===== src/design/ser_pkg.sv =====
// package: constants and types for the status event reporting block
package ser_pkg;
	localparam int ACT_W = 16;
	localparam int STD_W = 8;
	localparam logic [ACT_W-1:0] ACT_VALID_MASK = 16'h0019;
	localparam logic [STD_W-1:0] STD_VALID_MASK = 8'hBD;
	localparam logic [ACT_W-1:0] ACT_MASK_RESET = 16'h0000;
	localparam logic [STD_W-1:0] STD_MASK_RESET = 8'h00;
	localparam int SB_STD_BIT = 5;
	localparam int SB_ACT_BIT = 7;
	localparam int ACT_BIT_CORR = 0;
	localparam int ACT_BIT_SWEEP = 3;
	localparam int ACT_BIT_MEAS = 4;
	localparam int STD_BIT_DONE = 0;
	localparam int STD_BIT_READ = 2;
	localparam int STD_BIT_DEVICE = 3;
	localparam int STD_BIT_PARAM = 4;
	localparam int STD_BIT_SYNTAX = 5;
	localparam int STD_BIT_POWER = 7;
	localparam int EQ_DEPTH = 8;
	localparam int EQ_AW = 3;
	localparam int ERR_W = 16;
	// error code parameters; class only, exact numbers belong to firmware
	localparam logic [ERR_W-1:0] ERR_READ_CODE = 16'hFE70;
	localparam logic [ERR_W-1:0] ERR_DEVICE_CODE = 16'hFED4;
	localparam logic [ERR_W-1:0] ERR_PARAM_CODE = 16'hFF38;
	localparam logic [ERR_W-1:0] ERR_SYNTAX_CODE = 16'hFF9C;
	typedef enum logic [2:0] {
		REG_ACT_COND = 3'b000,
		REG_ACT_EVENT = 3'b001,
		REG_ACT_MASK = 3'b010,
		REG_STD_EVENT = 3'b011,
		REG_STD_MASK = 3'b100,
		REG_ERR_QUEUE = 3'b101
	} ser_reg_sel_type;
	typedef struct packed {
		logic ops_complete_flag;
		logic read_fault_flag;
		logic device_fault_flag;
		logic param_fault_flag;
		logic syntax_fault_flag;
	} ser_std_evt_type;
	typedef struct packed {
		logic correction_busy;
		logic sweep_busy;
		logic measure_busy;
	} ser_act_cond_type;
endpackage : ser_pkg


===== src/design/ser_err_queue.sv =====
// error queue memory, registered read data
`timescale 1ns/1ps
module ser_err_queue
	import ser_pkg::*;
(
	// clock and reset
	input wire logic ref_clk_i,
	input wire logic rstn_i,
	// push side
	input wire logic push_i,
	input wire logic [ERR_W-1:0] push_code_i,
	// pop side
	input wire logic pop_i,
	output logic [ERR_W-1:0] pop_code_o,
	output logic empty_o
);
	logic [ERR_W-1:0] mem_reg [EQ_DEPTH];
	logic [EQ_AW-1:0] wr_reg;
	logic [EQ_AW-1:0] rd_reg;
	logic [EQ_AW:0] cnt_reg;
	logic full;
	logic do_push;
	logic do_pop;

	assign full = (cnt_reg == (EQ_AW+1)'(EQ_DEPTH));
	assign empty_o = (cnt_reg == '0);
	// newest error dropped when full, older ones kept
	assign do_push = push_i && !full;
	assign do_pop = pop_i && !empty_o;

	always_ff @(posedge ref_clk_i) begin
		if (do_push) begin
			mem_reg[wr_reg] <= push_code_i;
		end
	end

	always_ff @(posedge ref_clk_i or negedge rstn_i) begin
		if (!rstn_i) begin
			wr_reg <= '0;
			rd_reg <= '0;
			cnt_reg <= '0;
			pop_code_o <= '0;
		end else begin
			if (do_push) begin
				wr_reg <= wr_reg + 1'b1;
			end
			if (do_pop) begin
				rd_reg <= rd_reg + 1'b1;
				pop_code_o <= mem_reg[rd_reg];
			end else if (pop_i) begin
				pop_code_o <= '0;
			end
			cnt_reg <= cnt_reg + {{EQ_AW{1'b0}}, do_push} - {{EQ_AW{1'b0}}, do_pop};
		end
	end
endmodule : ser_err_queue


===== src/design/ser_status.sv =====
// status event reporting core: activity and standard event groups
`timescale 1ns/1ps
module ser_status
	import ser_pkg::*;
(
	// clock and reset
	input wire logic ref_clk_i,
	input wire logic rstn_i,
	// activity conditions, asynchronous to this clock
	input wire ser_act_cond_type act_cond_i,
	// standard event sources, one-cycle pulses on this clock
	input wire ser_std_evt_type std_evt_i,
	input wire logic power_restored_i,
	// host register access
	input wire logic host_rd_i,
	input wire logic host_wr_i,
	input wire ser_reg_sel_type host_sel_i,
	input wire logic [ACT_W-1:0] host_wdata_i,
	output logic [ACT_W-1:0] host_rdata_o,
	// summaries
	output logic [STD_W-1:0] status_byte_o,
	output logic err_queue_empty_o
);
	ser_act_cond_type cond_s1_reg;
	ser_act_cond_type cond_s2_reg;
	logic [ACT_W-1:0] cond_reg;
	logic [ACT_W-1:0] cond_next;
	logic [ACT_W-1:0] act_event_reg;
	logic [ACT_W-1:0] act_event_next;
	logic [ACT_W-1:0] act_mask_reg;
	logic [STD_W-1:0] std_event_reg;
	logic [STD_W-1:0] std_event_next;
	logic [STD_W-1:0] std_mask_reg;
	logic [STD_W-1:0] std_set;
	logic power_seen_reg;
	logic rd_act_event;
	logic rd_std_event;
	logic rd_err;
	logic push;
	logic [ERR_W-1:0] push_code;
	logic [ERR_W-1:0] pop_code;

	function automatic logic any_enabled(input logic [ACT_W-1:0] evt, input logic [ACT_W-1:0] msk);
		any_enabled = |(evt & msk);
	endfunction : any_enabled

	// activity condition inputs pass two flops before use
	always_ff @(posedge ref_clk_i or negedge rstn_i) begin
		if (!rstn_i) begin
			cond_s1_reg <= '0;
			cond_s2_reg <= '0;
		end else begin
			cond_s1_reg <= act_cond_i;
			cond_s2_reg <= cond_s1_reg;
		end
	end

	always_comb begin
		cond_next = '0;
		cond_next[ACT_BIT_CORR] = cond_s2_reg.correction_busy;
		cond_next[ACT_BIT_SWEEP] = cond_s2_reg.sweep_busy;
		cond_next[ACT_BIT_MEAS] = cond_s2_reg.measure_busy;
		cond_next = cond_next & ACT_VALID_MASK;
	end

	// condition follows activity only; reads never touch it
	always_ff @(posedge ref_clk_i or negedge rstn_i) begin
		if (!rstn_i) begin
			cond_reg <= '0;
		end else begin
			cond_reg <= cond_next;
		end
	end

	assign rd_act_event = host_rd_i && (host_sel_i == REG_ACT_EVENT);
	assign rd_std_event = host_rd_i && (host_sel_i == REG_STD_EVENT);
	assign rd_err = host_rd_i && (host_sel_i == REG_ERR_QUEUE);

	// falling edge of each condition sets its event; set beats the read clear
	always_comb begin
		act_event_next = rd_act_event ? '0 : act_event_reg;
		act_event_next = act_event_next | (cond_reg & ~cond_next);
		act_event_next = act_event_next & ACT_VALID_MASK;
	end

	always_ff @(posedge ref_clk_i or negedge rstn_i) begin
		if (!rstn_i) begin
			act_event_reg <= '0;
		end else begin
			act_event_reg <= act_event_next;
		end
	end

	// mask written as signed decimal, stored as raw 16-bit pattern
	always_ff @(posedge ref_clk_i or negedge rstn_i) begin
		if (!rstn_i) begin
			act_mask_reg <= ACT_MASK_RESET;
		end else if (host_wr_i && host_sel_i == REG_ACT_MASK) begin
			act_mask_reg <= host_wdata_i;
		end
	end

	always_comb begin
		std_set = '0;
		std_set[STD_BIT_DONE] = std_evt_i.ops_complete_flag;
		std_set[STD_BIT_READ] = std_evt_i.read_fault_flag;
		std_set[STD_BIT_DEVICE] = std_evt_i.device_fault_flag;
		std_set[STD_BIT_PARAM] = std_evt_i.param_fault_flag;
		std_set[STD_BIT_SYNTAX] = std_evt_i.syntax_fault_flag;
		std_set[STD_BIT_POWER] = power_seen_reg;
	end

	// power-on flag raised once after reset release or on restore pulse
	always_ff @(posedge ref_clk_i or negedge rstn_i) begin
		if (!rstn_i) begin
			power_seen_reg <= 1'b1;
		end else begin
			power_seen_reg <= power_restored_i;
		end
	end

	always_comb begin
		std_event_next = rd_std_event ? '0 : std_event_reg;
		std_event_next = std_event_next | std_set;
		std_event_next = std_event_next & STD_VALID_MASK;
	end

	always_ff @(posedge ref_clk_i or negedge rstn_i) begin
		if (!rstn_i) begin
			std_event_reg <= '0;
		end else begin
			std_event_reg <= std_event_next;
		end
	end

	always_ff @(posedge ref_clk_i or negedge rstn_i) begin
		if (!rstn_i) begin
			std_mask_reg <= STD_MASK_RESET;
		end else if (host_wr_i && host_sel_i == REG_STD_MASK) begin
			std_mask_reg <= host_wdata_i[STD_W-1:0];
		end
	end

	// one push per cycle; lowest-priority class dropped if two errors coincide
	always_comb begin
		push = 1'b1;
		push_code = '0;
		if (std_set[STD_BIT_SYNTAX]) begin
			push_code = ERR_SYNTAX_CODE;
		end else if (std_set[STD_BIT_PARAM]) begin
			push_code = ERR_PARAM_CODE;
		end else if (std_set[STD_BIT_DEVICE]) begin
			push_code = ERR_DEVICE_CODE;
		end else if (std_set[STD_BIT_READ]) begin
			push_code = ERR_READ_CODE;
		end else begin
			push = 1'b0;
		end
	end

	ser_err_queue u_err_queue (
		.ref_clk_i(ref_clk_i),
		.rstn_i(rstn_i),
		.push_i(push),
		.push_code_i(push_code),
		.pop_i(rd_err),
		.pop_code_o(pop_code),
		.empty_o(err_queue_empty_o)
	);

	// read data registered one cycle after the read strobe
	always_ff @(posedge ref_clk_i or negedge rstn_i) begin
		if (!rstn_i) begin
			host_rdata_o <= '0;
		end else if (host_rd_i) begin
			case (host_sel_i)
				REG_ACT_COND: host_rdata_o <= cond_reg;
				REG_ACT_EVENT: host_rdata_o <= act_event_reg;
				REG_ACT_MASK: host_rdata_o <= act_mask_reg;
				REG_STD_EVENT: host_rdata_o <= {{(ACT_W-STD_W){1'b0}}, std_event_reg};
				REG_STD_MASK: host_rdata_o <= {{(ACT_W-STD_W){1'b0}}, std_mask_reg};
				default: host_rdata_o <= '0;
			endcase
		end
	end

	// summaries follow the registers, so a cleared event drops its bit; no poll input
	always_ff @(posedge ref_clk_i or negedge rstn_i) begin
		if (!rstn_i) begin
			status_byte_o <= '0;
		end else begin
			status_byte_o <= '0;
			status_byte_o[SB_ACT_BIT] <= any_enabled(act_event_next, act_mask_reg);
			status_byte_o[SB_STD_BIT] <= any_enabled({{(ACT_W-STD_W){1'b0}}, std_event_next},
				{{(ACT_W-STD_W){1'b0}}, std_mask_reg});
		end
	end

	// queue contents stay inside; the bus reads zero at that select
	logic [ERR_W-1:0] unused_pop;
	assign unused_pop = pop_code;
endmodule : ser_status


===== config.mk =====
export PLATFORM = sky130hd
export DESIGN_NAME = ser_status
export DESIGN_NICKNAME = d
export VERILOG_FILES = /design/src/design/ser_pkg.sv /design/src/design/ser_err_queue.sv /design/src/design/ser_status.sv
export SDC_FILE = /design/constraint.sdc
export NUM_CORES = 1
export LEC_CHECK = 0
export BUFFER_PORTS_ARGS = -buffer_cell sky130_fd_sc_hd__buf_2
export CAP_MARGIN = 10
export CORE_UTILIZATION = 54
export CTS_CLUSTER_DIAMETER = 50
export DETAILED_ROUTE_END_ITERATION = 8
export PLACE_DENSITY = 0.78
export SYNTH_ARGS = -nofsm -noshare
export SYNTH_HDL_FRONTEND = slang
export SYNTH_SLANG_ARGS = --single-unit

===== constraint.sdc =====
create_clock -name ref_clk_i -period 2.5 [get_ports ref_clk_i]
set_input_delay 0.25 -clock ref_clk_i [delete_from_list [all_inputs] [get_ports ref_clk_i]]
set_output_delay 0.25 -clock ref_clk_i [all_outputs]
set_load 0.02 [all_outputs]

==> results of run 1 <==
[layer usage]
metal	global-route usage (%)	wire, um	up-vias
met3	5.35	286	7
li1	-	-	893
met4	11.9	99	0
met1	27.5	2570	951
met5	0	0	-
met2	33.7	2560	60
[layout by cell type (no fill, tap or decap), drive strengths merged, types with 2 or more instances in the layout]
master,netlist,routed
a21oi,7,7
nand2,11,11
mux2,27,27
a21o,7,7
o21ai,8,8
buf,13,57
o32a,3,3
clkbuf,3,10
a222oi,3,3
dlygate4sd3,0,4
conb,1,6
mux2i,3,3
clkinv,0,2
bufinv,0,3
nor2,7,7
o22ai,5,5
a2bb2oi,3,3
nor2b,2,2
ha,6,6
a22oi,9,9
and3b,2,2
inv,26,26
dfrtp,64,64
[cell families (layout without fill, tap and decap cells)]
| logic type | Yosys count | after routing | share of synthesized area [%] |
|---|---|---|---|
| adders and majority gates | 7 | 7 | 3.31 |
| AOI/OAI and AO/OA | 47 | 47 | 11.4 |
| other | 1 | 6 | 0.131 |
| xor gates and xnor gates | 2 | 2 | 0.611 |
| buffers and inverters | 42 | 103 | 7.81 |
| muxes | 30 | 30 | 13.0 |
| DFF | 65 | 65 | 56.7 |
| and+or+nand+nor | 30 | 30 | 7.02 |
[power breakdown]
group	switching, uW	internal (uW)
registers	107	1220
logic	295	291
clock network	404	692
total	806	2200
[worst min-delay path by stage]
| stage | slack, ps | startpoint | endpoint | depth (start not counted) |
|---|---|---|---|---|
| after floorplan | -50 | rstn_i | act_event_reg[0] | 0 |
| after global placement | 330 | cond_s1_reg[2] | cond_next[0] | 0 |
| after detailed placement | 340 | cond_s1_reg[2] | cond_next[0] | 0 |
| after CTS | 100 | rstn_i | host_rdata_o[8] | 2 |
| after global routing | 130 | std_evt_i[4] | std_event_reg[0] | 2 |
| final | 60 | rstn_i | host_rdata_o[10] | 2 |
[what timing repair did]
| action | 4_1_cts | 5_1_grt |
|---|---|---|
| endpoints found under the hold margin | 4 | 0 |
| setup buffers | 0 | 0 |
| hold buffers | 4 | 0 |
| setup endpoints to repair | 0 | 0 |
[layout make-up]
type	instances	area, um2
Sequential cell	65	1630
Fill cell	379	1660
Timing Repair Buffer	61	343
Inverter	26	97.6
Multi-Input combinational cell	122	1040
Tap cell	70	87.6
Clock buffer	10	138
Clock inverter	6	115
[metrics by stage]
| stage | total power (uW) | utilization (%) | std cells | hold WS, ps |
|---|---|---|---|---|
| after detailed placement | 1930 | 61.7 | 340 | 340 |
| after global placement | 1890 | 61.7 | 340 | 332 |
| after floorplan | 1750 | - | 229 | -45.6 |
| after CTS | 3040 | 67.4 | 360 | 101 |
| after global routing | 3160 | 67.4 | 360 | 129 |
| final | 3010 | 67.4 | 360 | 60.9 |
==> flow_metrics.tcl, run 1 <==
set metrics [dict create \
    clk_path_buf_depth 2 \
    worstReg2RegStart "u_err_queue.cnt_reg[2]" \
    grt_usage_pct 21.5 \
    via_per_inst 5.31 \
    total_leakage_power_uw 0.00167 \
    hp-class "in2async" \
    dp_slack_ps 352 \
    area_growth_pct 20.1 \
    r2r_end "u_err_queue.cnt_reg[2]" \
    ctsHtreeMaxLevel 3 \
    drv_cap 0 \
    drc 0 \
    synth_most_common_cell "dfrtp_1" \
    period_share_pct 86.6 \
    clock_latency_ps 340 \
    die_h_um 74.9 \
    via_count 1911 \
    setup_slack_ps 336 \
    ctsResizeCount 0 \
    cp_top_family "adder cells" \
    synth_edf_count 0 \
    synthDistinctLibCells 40 \
    grt_pass1_wl_mm 8.56 \
    critPathKind "reg2reg" \
    endpoint "u_err_queue.cnt_reg[2]" \
    grt_max_degree 66 \
    die_area_um2 5610 \
    overflow 0 \
    setup_viol 0 \
    worst-path-buf-inv 3 \
    dpl_cell_area_um2 3150 \
    synth.avg_cell_area_um2 12.8 \
    synthTopCellsByCount "dfrtp_1 (64), inv_1 (26), mux2_2 (17)" \
    cp-startpoint "u_err_queue.cnt_reg[2]" \
    mappedNetlistArea_um2 2870 \
    wl_mm 5.52 \
    netlist_top_cells_area "dfrtp_1 (56%), mux2_2 (6.7%), mux2_4 (5.2%)" \
    worstPathCellList "inv_1, ha_1, and3_1, and4b_1, ha_1, inv_1, ha_1, inv_1, fa_1, xnor2_1" \
    wl_per_cell_um 15.3 \
    ff2ff_path_depth 10 \
    diodes 0 \
    cts_made_buffers 9 \
    die_x_um 74.9 \
    async_reset_ff_share_pct 100 \
    clk_pin_slew_ps 70 \
    finalNetCount 324 \
    core-area_um2 5110 \
    period_needed_ps 2160 \
    crit_arrival_ps 2390 \
    ys_seq_area_share_pct 56.7 \
    ys_seq_elements 65 \
    antenna_found_initial 0 \
    synth_top_area_share_pct 55.8 \
    cts-root-buf "clkbuf_8" \
    first_pass_iters 6 \
    syn_inst 224 \
    rsz0062_at_grt "no" \
    worstSetupEndpointType "flop" \
    finalHoldViolations 0 \
    path_depth 10 \
    reg2reg_slack_ps 340 \
    ios 57 \
    worstPathRequired_ps 2720 \
    place_congestion 0.834 \
    drt_iter0_drc 141 \
    synth_top_cell_by_area "dfrtp_1" \
    clkSinkCount 65 \
    drive_gt1_share_pct 36.6 \
    status "finished, final reports clean" \
    critPathMaxStageDelay_ps 380 \
    final_area_um2 3440 \
    crit_path_start_kind "flop" \
    worstPathMaxFanout 3 \
    synthFlopType "dfrtp_1" \
    power_density_nw_per_um2 874 \
    hpwl_mm 3.84 \
    fin_skew_ps 6.97 \
    cts_tree "done" \
    first_global_vias 1834 \
    tightest_slew_ps 794 \
    fmax_ghz 0.462 \
    yosysWarnings 0 \
    cp_slowest_cell "fa_1" \
    row_count 26 \
    slew_headroom_pct 47.1 \
    postRouteAntennaNets 0 \
    slew_violations 0 \
    start_util_pct 56.2 \
    setup_tns_ps 0 \
    port_buffers 50 \
    irDropWorstVdd_uv 586 \
]
Note: power is estimated with default switching activity, not from simulation.
==> run 2, diff against run 1 <==
clock period = 2 ns   (was 2.5 ns; I/O delays follow)
==> run 2 against run 1 <==
Against the previous run:
- the flow now finishes with violations (setup timing)
- maximum frequency up 6.3%
- register-to-register slack worse by 370 ps
- total power up 34%
- sequential power up 24%
- worst setup slack worse by 370 ps
- worst hold slack better by 19 ps
- highest routed layer unchanged
==> flow_metrics.tcl, run 2 (same netlist as run 1, synthesis figures left out) <==
set metrics [dict create \
    status "finished with violations" \
    violations "setup timing" \
    grt_usage_pct 23.0 \
    overflow 0 \
    worstSetupEndpointType "flop" \
    postRouteAntennaNets 0 \
    wl_per_cell_um 15.8 \
    grt_max_degree 41 \
    period_share_pct 102 \
    power_density_nw_per_um2 1120 \
    antenna_found_initial 0 \
    total_leakage_power_uw 0.00173 \
    critPathMaxStageDelay_ps 470 \
    drive_gt1_share_pct 41.2 \
    mostFrequentLayoutCells "dfrtp_1 (64), buf_2 (50), inv_1 (23)" \
    final_area_um2 3590 \
    fmax_ghz 0.491 \
    die_h_um 74.9 \
    cts-root-buf "clkbuf_8" \
    core-area_um2 5110 \
    via_per_inst 5.18 \
    setup_slack_ps -36.7 \
    ctsHtreeMaxLevel 3 \
    diodes 0 \
    tightest_slew_ps 609 \
    irDropWorstVdd_uv 805 \
    instances_no_fill 371 \
    clk_path_buf_depth 2 \
    crit_path_start_kind "flop" \
    hp-class "in2reg" \
    ios 57 \
    cp_top_family "adder cells" \
    via_count 1922 \
    hold-worst-slack_ps 79.7 \
    row_count 26 \
    worstPathMaxFanout 2 \
    die_area_um2 5610 \
    drt_iter0_drc 149 \
    wl_mm 5.87 \
    cts_tree "done" \
    drv_cap 0 \
    clock_latency_ps 330 \
    drc 0 \
    cts_made_buffers 9 \
    fin_skew_ps 4.52 \
    worst-path-buf-inv 4 \
    first_pass_iters 4 \
    grt_pass1_wl_mm 9.14 \
    worstPathRequired_ps 2230 \
    die_x_um 74.9 \
    period_needed_ps 2040 \
    area_growth_pct 25.2 \
    port_buffers 50 \
    setup_viol 2 \
    dp_slack_ps -87.3 \
    hpwl_mm 4.03 \
    worstPathCellList "inv_1, ha_2, and3_4, and4b_1, ha_4, inv_2, ha_4, inv_2, fa_1, inv_1" \
    first_global_vias 1903 \
    final_common_cell "dfrtp_1" \
    finalNetCount 335 \
    critPathKind "reg2reg" \
    slew_headroom_pct 59.4 \
    dp_cells 345 \
    setup_tns_ps -60.7 \
    place_congestion 0.843 \
    dpl_cell_area_um2 3210 \
    rsz0062_at_grt "yes" \
    slew_violations 0 \
    start_util_pct 56.2 \
    clk_pin_slew_ps 70 \
    crit_arrival_ps 2270 \
    finalHoldViolations 0 \
    cp_slowest_cell "fa_1" \
    clkSinkCount 65 \
]
==> run 2: changes by cell type in the layout (fill, tap and decap cells not counted), moves of 2 or more <==
| cell | previous run | this run |
|---|---|---|
| buf_4 | 7 | 16 |
| ha_4 | 0 | 2 |
| inv_1 | 26 | 23 |
| ha_1 | 6 | 3 |
| inv_2 | 0 | 3 |
==> run 2: cell type report <==
class | instances | area, um2
clock buffer | 9 | 124
inverter | 26 | 97.6
multi-input combinational | 122 | 1070
fill | 376 | 1520
sequential | 65 | 1630
timing repair buffer | 72 | 440
clock inverter | 7 | 143
tap | 70 | 87.6
==> run 2: power breakdown <==
part           total, uW  internal [uW]  switching [uW]  leakage, uW
Clock               1470            956             510     0.000133
Combinational        922            480             442     0.000837
Sequential          1650           1520             124     0.000762
Total               4040           2960            1080      0.00173
==> run 2: stage by stage <==
step           total power (uW)  util, %
2_1_floorplan              2200        -
3_3_place_gp               2420     62.8
3_5_place_dp               2460     62.8
4_1_cts                    3970     69.3
5_1_grt                    4250     70.3
6_report                   4040     70.3
==> run 2: layer usage <==
| metal | global-route usage [%] | routed length [um] |
|---|---|---|
| met5 | 0 | 0 |
| met4 | 13.2 | 112 |
| met3 | 5.35 | 339 |
| met2 | 34.0 | 2810 |
| met1 | 31.4 | 2610 |
==> run 2: worst paths after layout <==
path | slack, ps | from | end | cells past startpoint
hold / removal | 80 | std_evt_i[4] | std_event_reg[0] | 2
setup reg to reg | -40 | u_err_queue.cnt_reg[3] | u_err_queue.cnt_reg[1] | 10
min in group asynchronous | 400 | rstn_i | act_mask_reg[12] | 2
max in group asynchronous | 980 | rstn_i | std_event_reg[4] | 3
hold reg to reg | 360 | cond_s1_reg[2] | cond_next[0] | 0
setup / recovery | -40 | u_err_queue.cnt_reg[3] | u_err_queue.cnt_reg[1] | 10
==> run 2: timing repair <==
action                                  4_1_cts  5_1_grt
hold buffers                                  5        0
buffers inserted                              2        3
endpoints found under the setup margin        3        3
endpoints found under the hold margin        28        0
pin swaps                                     0        3
resized for setup                             1        7
